File: src/foc_debug_pkg.sv
// Package for the loop debug override register bank.
// Assumes a simple synchronous register port driven by the serial front end.
package foc_debug_pkg;

    localparam logic [7:0]  control_debug_two_offset    = 8'hee;
    localparam logic [7:0]  active_current_gains_offset = 8'hf0;
    localparam logic [31:0] control_debug_two_reset     = 32'h00000000;
    localparam logic [31:0] active_current_gains_reset  = 32'h00000000;

    // Field positions of control_debug_two
    localparam int bypass_bit      = 26;
    localparam int vd_msb          = 25;
    localparam int vd_lsb          = 16;
    localparam int vq_msb          = 15;
    localparam int vq_lsb          = 6;
    localparam int start_bit       = 5;
    localparam int res_bit         = 4;
    localparam int ind_bit         = 3;
    localparam int bemf_bit        = 2;
    localparam int mech_bit        = 1;
    localparam int commit_bit      = 0;
    localparam logic [31:0] writable_mask = 32'h07ffffdf;

    // Gain report layout
    localparam int ki_lsb = 16;
    localparam int kp_lsb = 0;

    // Forced voltage code thresholds
    localparam logic [9:0] code_pos_limit = 10'h1f4;  // 500
    localparam logic [9:0] code_neg_floor = 10'h200;  // 512

    // Register access request
    typedef struct packed {
        logic        wr;
        logic        rd;
        logic [7:0]  addr;
        logic [31:0] wdata;
    } reg_req_type;

    // Measurement step selection
    typedef struct packed {
        logic resistance;
        logic inductance;
        logic backemf;
        logic mechanical;
    } measure_sel_type;

endpackage : foc_debug_pkg

File: src/foc_debug_override_regs.sv
// Debug override register bank: loop bypass, forced Vd/Vq, measurement control.
// Assumes a synchronous register port from the serial interface front end.
// Behaviour
// - 32-bit debug control at EEh, reset zero
// - Bypass bit 26 disables current/speed loops
// - Bits 25-16 give direct reference, over 500
// - Bits 15-6 give quadrature reference, over 500
// - Writing bit 5 starts parameter measurement
// - Bit 4 includes resistance step
// - Bit 3 includes inductance step
// - Bit 2 includes back-EMF step
// - Bit 1 includes mechanical step
// - Writing bit 0 commits measured parameters
// - Gain report at F0h, reset zero
// - Integral gain high half, proportional low
`timescale 1ns/1ps
module foc_debug_override_regs
    import foc_debug_pkg::*;
(
    input  wire logic                         i_clk_sys,
    input  wire logic                         i_rst_n,
    input  wire foc_debug_pkg::reg_req_type   i_req,
    input  wire logic        [15:0]           i_current_integral_gain,
    input  wire logic        [15:0]           i_current_proportional_gain,
    output logic             [31:0]           o_rdata,
    output logic                              o_rvalid,
    output logic                              o_inner_loop_bypass,
    output logic signed      [10:0]           o_direct_voltage_reference,
    output logic signed      [10:0]           o_quadrature_voltage_reference,
    output logic                              o_param_measure_start,
    output foc_debug_pkg::measure_sel_type    o_measure_sel,
    output logic                              o_commit_measured_params
);
    import foc_debug_pkg::*;

    ////////////////////////////////////////////////////////////////////////////
    // Reset release
    logic rst_meta_n;
    logic rst_n;

    // Two stages so release is clean against the clock
    always_ff @(posedge i_clk_sys or negedge i_rst_n)
    begin
        if (!i_rst_n)
        begin
            rst_meta_n <= 1'b0;
            rst_n      <= 1'b0;
        end
        else
        begin
            rst_meta_n <= 1'b1;
            rst_n      <= rst_meta_n;
        end
    end

    ////////////////////////////////////////////////////////////////////////////
    // Register storage
    logic [31:0]        control_debug_two;
    logic [31:0]        next_control_debug_two;
    logic [31:0]        active_current_gains;
    logic [31:0]        next_active_current_gains;
    logic [31:0]        next_rdata;
    logic               next_rvalid;
    logic               next_start;
    logic               next_commit;
    logic signed [10:0] vd_numer;
    logic signed [10:0] vq_numer;
    logic signed [10:0] next_vd;
    logic signed [10:0] next_vq;
    logic               wr_ctrl;
    logic               rd_gains;
    logic               next_bypass;
    measure_sel_type    next_sel;
    logic        [9:0]  axis_code  [2];
    logic signed [10:0] axis_numer [2];

    // Address decode; any other offset is ignored on write and reads zero
    assign wr_ctrl  = i_req.wr && (i_req.addr == control_debug_two_offset);
    assign rd_gains = i_req.rd && (i_req.addr == active_current_gains_offset);

    // Next stored values
    always_comb
    begin
        next_control_debug_two = control_debug_two;
        if (wr_ctrl)
            next_control_debug_two = i_req.wdata & writable_mask;
        next_active_current_gains = {i_current_integral_gain, i_current_proportional_gain};
    end

    // Reserved bits never load, so a wild write cannot set them
    always_ff @(posedge i_clk_sys or negedge rst_n)
    begin
        if (!rst_n)
        begin
            control_debug_two    <= control_debug_two_reset;
            active_current_gains <= active_current_gains_reset;
        end
        else
        begin
            control_debug_two    <= next_control_debug_two;
            active_current_gains <= next_active_current_gains;
        end
    end

    ////////////////////////////////////////////////////////////////////////////
    // Command pulses

    // Pulses come from the write itself, not the store, so writing the
    // same command twice starts the routine twice
    always_comb
    begin
        next_start  = wr_ctrl && i_req.wdata[start_bit];
        next_commit = wr_ctrl && i_req.wdata[commit_bit];
    end

    // One-cycle pulses; a held level would restart the routine
    always_ff @(posedge i_clk_sys or negedge rst_n)
    begin
        if (!rst_n)
        begin
            o_param_measure_start    <= 1'b0;
            o_commit_measured_params <= 1'b0;
        end
        else
        begin
            o_param_measure_start    <= next_start;
            o_commit_measured_params <= next_commit;
        end
    end

    ////////////////////////////////////////////////////////////////////////////
    // Readback

    // Control fields are write-only and read as zero, so only the gain
    // report needs a path; its value lags the gain inputs by one cycle
    always_comb
    begin
        next_rvalid = i_req.rd;
        next_rdata  = '0;   // Unmapped and write-only reads give zero
        if (rd_gains)
            next_rdata = active_current_gains;
    end

    // Read data stands for the single cycle that rvalid does
    always_ff @(posedge i_clk_sys or negedge rst_n)
    begin
        if (!rst_n)
        begin
            o_rdata  <= '0;
            o_rvalid <= 1'b0;
        end
        else
        begin
            o_rdata  <= next_rdata;
            o_rvalid <= next_rvalid;
        end
    end

    ////////////////////////////////////////////////////////////////////////////
    // Forced voltage references
    // direct axis code field
    assign axis_code[0] = control_debug_two[vd_msb:vd_lsb];
    assign axis_code[1] = control_debug_two[vq_msb:vq_lsb];

    // One code map per axis, since both fields share one signed mapping
    genvar axis;
    generate
        for (axis = 0; axis < 2; axis++)
        begin : g_axis_map
            voltage_code_map u_map (
                .i_code  (axis_code[axis]),
                .o_numer (axis_numer[axis])
            );
        end
    endgenerate

    // Named copies keep the gating below readable
    assign vd_numer = axis_numer[0];
    assign vq_numer = axis_numer[1];

    ////////////////////////////////////////////////////////////////////////////
    // Loop-facing outputs

    // Next output values; stored codes stay put while the loops run, but
    // re-enabling bypass takes a full write, so it applies the pair written with it
    always_comb
    begin
        next_bypass         = control_debug_two[bypass_bit];
        next_sel.resistance = control_debug_two[res_bit];
        next_sel.inductance = control_debug_two[ind_bit];
        next_sel.backemf    = control_debug_two[bemf_bit];
        next_sel.mechanical = control_debug_two[mech_bit];
        // References are numerators over 500; the loop scales them
        next_vd             = '0;
        next_vq             = '0;
        if (control_debug_two[bypass_bit])
        begin
            next_vd = vd_numer;
            next_vq = vq_numer;
        end
    end

    // Outputs registered to keep the loop inputs glitch free; bypass and
    // references move on the same edge, so the loop never sees them split
    always_ff @(posedge i_clk_sys or negedge rst_n)
    begin
        if (!rst_n)
        begin
            o_inner_loop_bypass            <= 1'b0;
            o_direct_voltage_reference     <= '0;
            o_quadrature_voltage_reference <= '0;
            o_measure_sel                  <= '0;
        end
        else
        begin
            o_inner_loop_bypass            <= next_bypass;
            o_direct_voltage_reference     <= next_vd;
            o_quadrature_voltage_reference <= next_vq;
            o_measure_sel                  <= next_sel;
        end
    end

endmodule : foc_debug_override_regs

File: src/voltage_code_map.sv
// Maps a 10-bit forced voltage code to a signed reference numerator.
// Assumes software keeps codes in the valid ranges; others map to zero.
`timescale 1ns/1ps
module voltage_code_map
    import foc_debug_pkg::*;
(
    input  wire logic        [9:0]  i_code,
    output logic signed      [10:0] o_numer
);

    // Codes up to 500 stand as is, above 512 are code minus 1024
    always_comb
    begin
        if (i_code <= code_pos_limit)
            o_numer = signed'({1'b0, i_code});
        else if (i_code > code_neg_floor)
            o_numer = signed'({1'b1, i_code});
        else
            o_numer = '0;   // Gap codes are not valid settings
    end

endmodule : voltage_code_map
File: config.mk
export PLATFORM = sky130hd
export DESIGN_NAME = foc_debug_override_regs
export DESIGN_NICKNAME = d
export VERILOG_FILES = /design/src/foc_debug_pkg.sv /design/src/foc_debug_override_regs.sv /design/src/voltage_code_map.sv
export SDC_FILE = /design/constraint.sdc
export NUM_CORES = 1
export LEC_CHECK = 0
export BUFFER_PORTS_ARGS = -buffer_cell sky130_fd_sc_hd__buf_2
export CORE_ASPECT_RATIO = 1.1
export CORE_MARGIN = 2
export CORE_UTILIZATION = 40
export DETAILED_ROUTE_END_ITERATION = 12
export PLACE_DENSITY = 0.74
export SYNTH_ARGS = -nofsm -noshare
export SYNTH_HDL_FRONTEND = slang
export SYNTH_SLANG_ARGS = --single-unit
File: constraint.sdc
create_clock -name i_clk_sys -period 9.2 [get_ports i_clk_sys]
set_input_delay 1.38 -clock i_clk_sys [delete_from_list [all_inputs] [get_ports i_clk_sys]]
set_output_delay 1.38 -clock i_clk_sys [all_outputs]
set_load 0.02 [all_outputs]
After elaboration in Yosys (flattened, before gate mapping)
Index checks and enable logic that the tools add are counted.
- bits in registers: 122
- output and inout port bits: 62
- bits of input ports: 76
- logic and storage cells: 32
- muxes and demuxes: 7
- $lt $le $gt $ge: 4
- reductions and logical operators: 4
- equality and inequality tests: 2
- operator list (operator ; number):
    $mux W11 ; 6
    $mux W32 ; 1
    $gt A10 B10 Y1 const B ; 2
    $le A10 B9 Y1 const B ; 2
    $eq A8 B8 Y1 const B ; 2
    $logic_and A1 B1 Y1 ; 4

Logic depth before layout (Yosys ltp)
Gate-level depths: netlist (run 1).
- depth after elaboration: 4
- gate-level depth with buffers: 5
- gate-level depth less buffers: 3

By module
Synthesis (run 1) repeated with hierarchy kept, for this count alone.
- cell total of the unflattened synthesis: 265
- area total of the unflattened synthesis: 4130.2 µm²
- by module, submodules not included (module ; cells each ; sequential area each (µm²) ; times used ; area each (µm²)):
    foc_debug_override_regs ; 219 ; 3027.9 ; 1 ; 3827.4
    voltage_code_map ; 23 ; 0.0 ; 2 ; 151.4

Worst setup path before layout (run 1)
No wires, ideal clock.
- path kind: input to register
- start point: in i_req[32] (netlist name)
- end point: reg control_debug_two[11]
- cell stages on the path: 5
- path slack: 6463 ps
- data arrival time: 2612 ps
- data required time: 9075 ps
- library setup time: 125 ps
- buffers on the path: 2
- cell sequence: nand4b_1 or4_1 buf_6 buf_12 mux2_4
- longest elaborated chain between the ends: 2
- RTL lines (what ; line ; source):
    start: declaration ; foc_debug_override_regs.sv:22 ; input wire foc_debug_pkg::reg_req_type i_req,
    $eq A8 B8 Y1 ; foc_debug_override_regs.sv:78 ; assign wr_ctrl = i_req.wr && (i_req.addr == control_debug_two_offset);
    $logic_and A1 B1 Y1 ; foc_debug_override_regs.sv:78 ;
    end signal: assignment ; foc_debug_override_regs.sv:95 ; control_debug_two <= control_debug_two_reset;
    end signal: assignment ; foc_debug_override_regs.sv:100 ; control_debug_two <= next_control_debug_two;
    end: declaration ; foc_debug_override_regs.sv:58 ; logic [31:0] control_debug_two;
No other way between the ends.
A chain may end at the register's enable or synchronous reset.

Worst setup path after layout (run 1)
- start point: in i_req[32] (netlist name)
- end point: reg control_debug_two[2]
Same word-level chain as after synthesis.

==> results.cfg, run 1 <==
[global_routing]
grt_pass1_wl_mm = 11.6
grt-busiest-layer = met2
grt_pass1_vias = 2406
grt.met1_usage = 0.167
grt_usage = 0.143
met2_usage = 0.230
gr-usage-met3 = 0.0545
grt_overflow_total = 0
grt_max_degree = 75
antenna_found_initial = 0

[power]
leakage_uw = 0.00299
peakVddDrop_uv = 109
p_total_uw = 1240
power.density_nw_per_um2 = 232

[setup_path]
cp_slowest_cell = or4_1
path_class = primary input to flop
start_kind = primary input
cp-startpoint = i_req[32]
worstPathArrival_ns = 2.82
endpoint_kind = flop
required_ns = 9.59
path_max_fanout = 27
r2r_start = control_debug_two[6]
cpPeakStageDelay_ns = 0.50
cp_cell_sequence = buf_2, nand4b_1, or4_1, buf_4, mux2_4

[clocking]
cts_root_buffer = clkbuf_8
cts-resized-gates = 0
cts_setup_buffers = 0
cts_tree = done
numCtsBuffers = 17
worstSkewPairLatency_ns = 0.51
clk_path_buf_depth = 2
cts_hold_buf = 0
htreeDepth = 4
clock-sinks = 121
clk_pin_slew_ns = 0.06

[route]
postRouteWirelength_mm = 7.22
vias = 2340
routedWlPerCell_um = 14.0
postRouteAntennaNets = 0
drtIter0Drc = 75
drc = 0
vias_per_cell = 4.53
dr.pass1.iters = 5

[outcome]
outcome = finished, final reports clean

[finish]
fillCellCount = 807
n_antenna_cell = 0
post-route-util = 0.548
syn2layout_area_growth_pct = 34.2
multi_input_area_sq_um = 883
nets = 461
seq_area_sq_um = 3030
layout.cells.non_filler = 517
drive_gt1_frac = 0.486

[synth]
netlist_top_cells_area = dfrtp_1 76%, mux2_4 6.8%, and2_1 5.0%
avgSynthCellArea_sq_um = 16.7
netlist.area_leader.share = 0.757
synth.top_cells.by_count = 121 x dfrtp_1, 32 x and2_1, 18 x mux2_4, 15 x and3b_1, 7 x mux2_2
ys.flop_type = dfrtp_1
synthArstFlopShare = 1.00
syn_nets = 315
synth-seq-area-share = 0.757
syn-cell-area_sq_um = 4000
synth_cells = 239
synth_warnings = 0
yosys.cell_count.top_type = dfrtp_1
synth_area_leader_cell = dfrtp_1
ys_ff_latch = 121
ys_types = 25
synth_edf_count = 0

[sta]
maxSlewViolCount = 0
final-hold-violation-count = 0
worst_slew_pin_slew_ns = 0.872
finClkSkew_ns = 0.00773
rsz0062_at_grt = false
hold-worst-slack_ns = 0.321
period_share = 0.264
timing.slew.headroom = 0.419
max_freq_mhz = 411
fin_crit_ns = 2.43
finalSetupTns_ns = 0
finalSetupViolCount = 0

[place]
portBuffers = 132
place_inst = 486
dp_hpwl_mm = 5.02
gp_congestion = 0.714

[min_path]
hold_path_class = flop to asynchronous set/reset pin

[flow_run]
drv_cap = 0

[die]
die-area_sq_um = 10800
initial_core_util = 0.408
coreArea_sq_um = 9790
die_y_um = 109
num_rows = 38
io_pins = 138
fp.dieW_um = 99.3
cells in the final DEF, fill, tap and decap left out, types with 3 or more instances in the layout:
master and count:
and2_1 32, dfrtp_1 120, buf_4 3, nand2_1 5, bufinv_16 3, inv_1 6, clkinv_2 4, a31oi_1 4
and3b_1 15, mux2_4 18, clkbuf_16 16, clkbuf_8 5, mux2_2 7, buf_2 132, nor2_1 4
layer usage:
metal | vias up | part of all wire
li1 | 1089 | -
met1 | 1142 | 0.40
met2 | 94 | 0.51
met3 | 15 | 0.065
met4 | 0 | 0.021
met5 | - | 0
flip-flops by register name (all words and copies together), names as in the netlist:
name,flops
o_inner_loop_bypass,1
o_measure_sel,4
o_direct_voltage_reference,11
o_rdata,32
o_rvalid,1
o_param_measure_start,1
active_current_gains,32
rst_meta_n,1
o_commit_measured_params,1
o_quadrature_voltage_reference,11
control_debug_two,25
rst_n,1
critical path: cells and delay by family:
kind	cells	cell delay, ns
buf+inv	2	0.39
simple gates	2	0.69
mux	1	0.35
cell families (layout without fill, tap and decap cells):
| logic type | Yosys count | count (layout) | share of synthesized area |
|---|---|---|---|
| simple gates | 68 | 68 | 0.110 |
| buf+inv | 14 | 172 | 0.0232 |
| mux | 25 | 25 | 0.0873 |
| other cells | 1 | 1 | 0.000938 |
| compound gates | 10 | 10 | 0.0213 |
| flops | 121 | 121 | 0.757 |
through the flow:
step	area, sq um	setup WS [ns]
after floorplan	4000	5.58
after global placement	4770	6.29
after detailed placement	4770	6.25
after CTS	5370	6.75
after global routing	5370	6.72
final	5370	6.77
where the power goes:
part           internal, uW  switching, uW  leakage, uW
sequential              548           11.3      0.00160
combinational          20.0           17.7      0.00109
clock                   437            210     0.000294
area by class of cell:
| type | count | area share |
|---|---|---|
| clock buffer | 23 | 0.0889 |
| timing repair buffer | 135 | 0.127 |
| multi-input combinational | 104 | 0.165 |
| sequential | 121 | 0.565 |
| clock inverter | 8 | 0.0219 |
| tap | 120 | 0.0280 |
| inverter | 6 | 0.00420 |
worst paths after layout:
check,endpoint,slack [ns],cells past startpoint
max,control_debug_two[2],6.77,5
max in group asynchronous,active_current_gains[11],7.60,1
max reg2reg,o_quadrature_voltage_reference[8],7.56,3
min reg2reg,o_quadrature_voltage_reference[7],0.32,0
min,o_quadrature_voltage_reference[7],0.32,0
min in group i_clk_sys,rst_n,0.34,0
No activity file was read; power rests on OpenSTA's default activity.
==> inputs of run 2 (changes only) <==
==> constraint.sdc (replaced) <==
create_clock -name i_clk_sys -period 2.45 [get_ports i_clk_sys]
set_input_delay 0.3675 -clock i_clk_sys [delete_from_list [all_inputs] [get_ports i_clk_sys]]
set_output_delay 0.3675 -clock i_clk_sys [all_outputs]
set_load 0.02 [all_outputs]
==> run 2 against run 1 <==
- die area did not move
- largest cell class unchanged
- clock power rose to 4.1 times the previous value
- sequential share of layout area fell by 4.1 points
- via count rose by 7.2%
- final cell count rose by 7.0%
- critical path depth fell by 2
- sequential cell count did not move
- clock-buffer cell count fell by 2
- routed wire length rose by 12%
==> results.cfg, run 2 (synthesized netlist as in run 1, its figures left out) <==
[outcome]
outcome = finished, final reports clean

[route]
route.met2.wl_mm = 4.17
postRouteAntennaNets = 0
dr_wl_met3_um = 512
dr.pass1.iters = 4
drc = 0
top_layer = met4
routedWlPerCell_um = 14.6
vias = 2509
route.layer.met1.wl_mm = 3.19
vias_per_cell = 4.54
postRouteWirelength_mm = 8.06
drtIter0Drc = 74

[setup_path]
required_ns = 2.84
start_kind = flop
path_max_fanout = 8
worstPathArrival_ns = 2.03
path_class = flop to flop
endpoint_kind = flop

[clocking]
worstSkewPairLatency_ns = 0.51
clock-sinks = 121
cts-resized-gates = 0
htreeDepth = 4
cts_tree = done
clk_path_buf_depth = 2
cts_hold_buf = 34
cts_setup_buffers = 0
clk_pin_slew_ns = 0.06
numCtsBuffers = 17
cts_root_buffer = clkbuf_8

[finish]
top_regs = active_current_gains (32), o_rdata (32), control_debug_two (25)
drive_gt1_frac = 0.453
fillCellCount = 761
syn2layout_area_growth_pct = 44.6
seq_area_sq_um = 3030
n_antenna_cell = 0
final_common_cell = buf_2
multi_input_area_sq_um = 883
mostFrequentLayoutCells = 132 x buf_2, 120 x dfrtp_1, 34 x dlygate4sd3_1
nets = 496

[global_routing]
grt_max_degree = 59
antenna_found_initial = 0
grt_pass1_wl_mm = 12.5
grt_usage = 0.155
grt_pass1_vias = 2638
grt_overflow_total = 0

[sta]
timing.slew.headroom = 0.512
worst_slew_pin_slew_ns = 0.730
final-hold-violation-count = 0
finalSetupViolCount = 0
finClkSkew_ns = 0.00632
setup_ws_ns = 0.815
period_share = 0.667
maxSlewViolCount = 0
fin_crit_ns = 1.63
rsz0062_at_grt = false
finalSetupTns_ns = 0
max_freq_mhz = 612

[die]
fp.dieW_um = 99.3
initial_core_util = 0.408
die_y_um = 109
die-area_sq_um = 10800
num_rows = 38
io_pins = 138
coreArea_sq_um = 9790

[place]
dp_hpwl_mm = 5.02
dp_slack_ns = 0.445
gp_congestion = 0.765
portBuffers = 132

[power]
peakVddDrop_uv = 417
power.density_nw_per_um2 = 859
leakage_uw = 0.00316
p_total_uw = 4970

[min_path]
hold_path_class = primary input to flop

[flow_run]
drv_cap = 0
run 2: cell types whose count changed in the layout (fill, tap and decap cells not counted):
cell / delta
dlygate4sd3_1: +34
clkbuf_8: -1
clkinv_2: -2
clkinvlp_4: +1
buf_12: +1
clkbuf_1: -1
bufinv_16: +2
clkinv_4: +2
run 2: layout make-up:
| cell class | instances | share of cell area |
|---|---|---|
| Clock buffer | 21 | 0.0794 |
| Clock inverter | 11 | 0.0333 |
| Inverter | 6 | 0.00389 |
| Multi-Input combinational cell | 104 | 0.153 |
| Sequential cell | 121 | 0.524 |
| Tap cell | 120 | 0.0260 |
| Timing Repair Buffer | 170 | 0.180 |
run 2: power by group:
group          total [uW]  internal, uW  switching [uW]  leakage [uW]
sequential           2090          2060            38.9       0.00160
combinational         195           114            80.9       0.00124
clock                2680          1830             846      0.000314
run 2: layer usage:
metal,vias up,track usage
met5,-,0
met4,0,0.0744
met3,21,0.0532
met2,108,0.263
met1,1215,0.176
li1,1165,-
run 2: worst paths after layout:
kind                                            start                             to  slack, ns  cells past startpoint
worst max-delay path            control_debug_two[16]  o_direct_voltage_reference[6]       0.82                      3
worst min-delay path                         i_req[5]          o_param_measure_start       0.06                      3
worst max register to register  control_debug_two[16]  o_direct_voltage_reference[6]       0.82                      3
worst min register to register                  rst_n        active_current_gains[7]       0.27                      0
max in group asynchronous                       rst_n                    o_rdata[22]       1.48                      1
min in group asynchronous                     i_rst_n                          rst_n       0.19                      2
run 2: per-stage QoR:
step	area (sq um)	hold WS, ns	utilization	std cells
after global routing	5780	0.0461	0.590	553
after floorplan	4000	0.0719	-	239
after CTS	5780	0.0334	0.590	553
after global placement	4790	0.153	0.489	487
after detailed placement	4790	0.156	0.489	487
final	5780	0.0648	0.590	553
run 2: worst max-delay path: stages (launching register included):
cell       delay (ns)
dfrtp_1          0.40
o21ai_0          0.13
a2111oi_2        0.73
and3b_1          0.26
==> inputs of run 3 (changes only) <==
--- a/config.mk
+++ b/config.mk
@@ -5,6 +5,7 @@
 export SDC_FILE = /design/constraint.sdc
 export NUM_CORES = 1
 export LEC_CHECK = 0
+export ABC_AREA = 1
 export BUFFER_PORTS_ARGS = -buffer_cell sky130_fd_sc_hd__buf_2
 export CORE_ASPECT_RATIO = 1.1
 export CORE_MARGIN = 2
==> constraint.sdc (replaced) <==
create_clock -name i_clk_sys -period 1.6 [get_ports i_clk_sys]
set_input_delay 0.24 -clock i_clk_sys [delete_from_list [all_inputs] [get_ports i_clk_sys]]
set_output_delay 0.24 -clock i_clk_sys [all_outputs]
set_load 0.02 [all_outputs]
==> run 3 against run 2 <==
- sequential share of layout area fell by 1.8 points
- final cell count rose by 27%
- synthesized cell count rose by 53%
- non-clock buffer count rose by 3
- combinational power rose by 84%
- die area rose by 4.2%
- routed wire length rose by 3.6%
- area after synthesis rose by 4.4%
- worst hold slack got worse by 0.019 ns
- utilization fell by 0.91 points
- worst setup slack got worse by 0.46 ns
- largest power group unchanged
==> results.cfg, run 3 <==
[outcome]
outcome = finished, final reports clean

[power]
peakVddDrop_uv = 666
power.density_nw_per_um2 = 1260
leakage_uw = 0.00336

[synth]
synth_cells = 366
ys_ff_latch = 121
synth_edf_count = 0
ys_types = 15
syn-cell-area_sq_um = 4180
avgSynthCellArea_sq_um = 11.4
ys.flop_type = dfrtp_1
syn_nets = 442
synth.top_cells.by_count = 121 x dfrtp_1, 68 x inv_1, 56 x nand2_1, 54 x nor2_1, 25 x o21ai_2
synth-seq-area-share = 0.725
netlist.area_leader.share = 0.725
synthArstFlopShare = 1.00
synth_area_leader_cell = dfrtp_1
yosys.cell_count.top_type = dfrtp_1
synth_warnings = 0
netlist_top_cells_area = dfrtp_1 73%, inv_1 6.1%, o21ai_2 5.2%

[clocking]
cts-resized-gates = 0
cts_tree = done
clock-sinks = 121
htreeDepth = 4
cts_root_buffer = clkbuf_16
clk_pin_slew_ns = 0.05
worstSkewPairLatency_ns = 0.40
clk_path_buf_depth = 2
cts_hold_buf = 34
numCtsBuffers = 17
cts_setup_buffers = 0

[place]
place_inst = 636
dp_hpwl_mm = 5.61
placed_cell_area_sq_um = 5020
portBuffers = 132
gp_congestion = 0.722

[finish]
n_antenna_cell = 0
final_common_cell = buf_2
drive_gt1_frac = 0.357
nets = 622
stdcell_area_sq_um = 5990
top_regs = active_current_gains (32), o_rdata (32), control_debug_two (25)
syn2layout_area_growth_pct = 43.4
layout.cells.non_filler = 701
mostFrequentLayoutCells = 132 x buf_2, 120 x dfrtp_1, 68 x inv_1

[flow_run]
drv_cap = 0

[min_path]
hold_path_class = primary input to flop

[sta]
final-hold-violation-count = 0
worst_slew_pin_slew_ns = 0.615
fin_crit_ns = 1.24
finalSetupViolCount = 0
period_share = 0.777
finClkSkew_ns = 0.00599
finalSetupTns_ns = 0
maxSlewViolCount = 0
timing.slew.headroom = 0.590
max_freq_mhz = 804
rsz0062_at_grt = false

[route]
vias_per_cell = 4.19
postRouteAntennaNets = 0
dr.pass1.iters = 4
vias = 2935
drc = 0
postRouteWirelength_mm = 8.34
routedWlPerCell_um = 11.9
drtIter0Drc = 81

[die]
die_y_um = 111
io_pins = 138
die-area_sq_um = 11300
coreArea_sq_um = 10300
num_rows = 39
initial_core_util = 0.406
fp.dieW_um = 101

[global_routing]
grt_pass1_vias = 3088
grt_overflow_total = 0
antenna_found_initial = 0
grt_usage = 0.162
grt_pass1_wl_mm = 14.0
grt_max_degree = 53

[setup_path]
required_ns = 1.87
endpoint_kind = flop
path_max_fanout = 32
crit_path_frequent_cell = nor2_1
cp_slowest_cell = dlygate4sd3_1
path_buf_inv = 3
start_kind = primary input
path_class = primary input to flop
cp_cell_sequence = dlygate4sd3_1, buf_2, nand2_1, nor2_1, nand3_1, buf_4, nor2_1
crit_family = buffers and inverters
cpPeakStageDelay_ns = 0.55
worstPathArrival_ns = 1.51
run 3: worst paths after layout:
kind                                        from                             to  slack (ns)  depth (start not counted)
min reg2reg                                rst_n           control_debug_two[4]        0.26                          0
max                                    i_req[40]                    o_rdata[20]        0.36                          7
min                                     i_req[5]          o_param_measure_start        0.05                          3
min in group asynchronous                i_rst_n                          rst_n        0.16                          2
max in group asynchronous                  rst_n        active_current_gains[2]        0.75                          1
max reg2reg                control_debug_two[18]  o_direct_voltage_reference[8]        0.40                          5
run 3: through the flow:
| step | worst slack (ns) | hold slack [ns] | power, uW | util |
|---|---|---|---|---|
| global placement | 0.413 | 0.0248 | 3550 | 0.488 |
| global route | 0.269 | 0.0339 | 7830 | 0.581 |
| finish | 0.357 | 0.0461 | 7530 | 0.581 |
| floorplan | 0.305 | -0.0556 | 3400 | - |
| CTS | 0.391 | 0.0273 | 7620 | 0.581 |
| detailed placement | 0.383 | 0.0294 | 3560 | 0.488 |
run 3: logic make-up (layout without fill, tap and decap cells):
family | after synthesis | count (layout) | synth area share
flip-flops | 121 | 121 | 0.725
AND/OR/NAND/NOR | 119 | 119 | 0.115
buffers and inverters | 80 | 272 | 0.0824
AO/OA/AOI/OAI | 45 | 45 | 0.0764
other | 1 | 1 | 0.000898
run 3: area by class of cell:
class                   instances  area, sq um
clock buffers                  19          453
multi-input cells             165          803
repair buffers                173         1090
flip-flops and latches        121         3030
inverters                      68          255
clock inverters                12          173
well taps                     143          179
fillers                       848         4310
run 3: worst register-to-register path: stages (launching register included):
cell and delay [ns]:
dfrtp_1 0.41, nor2_1 0.15, nor2_1 0.05, nand3_1 0.08
nand2_1 0.17, a21oi_1 0.24
run 3: routing by layer:
layer | up-vias | wire length [um] | track usage
met3 | 11 | 621 | 0.0637
met1 | 1376 | 3540 | 0.193
met5 | - | 0 | 0
met4 | 0 | 108 | 0.0622
met2 | 96 | 4070 | 0.261
li1 | 1452 | - | -
run 3: where the power goes:
group          internal, uW  switching (uW)  total (uW)
Clock                  2670            1290        3960
Sequential             3150            61.0        3210
Combinational           180             179         359
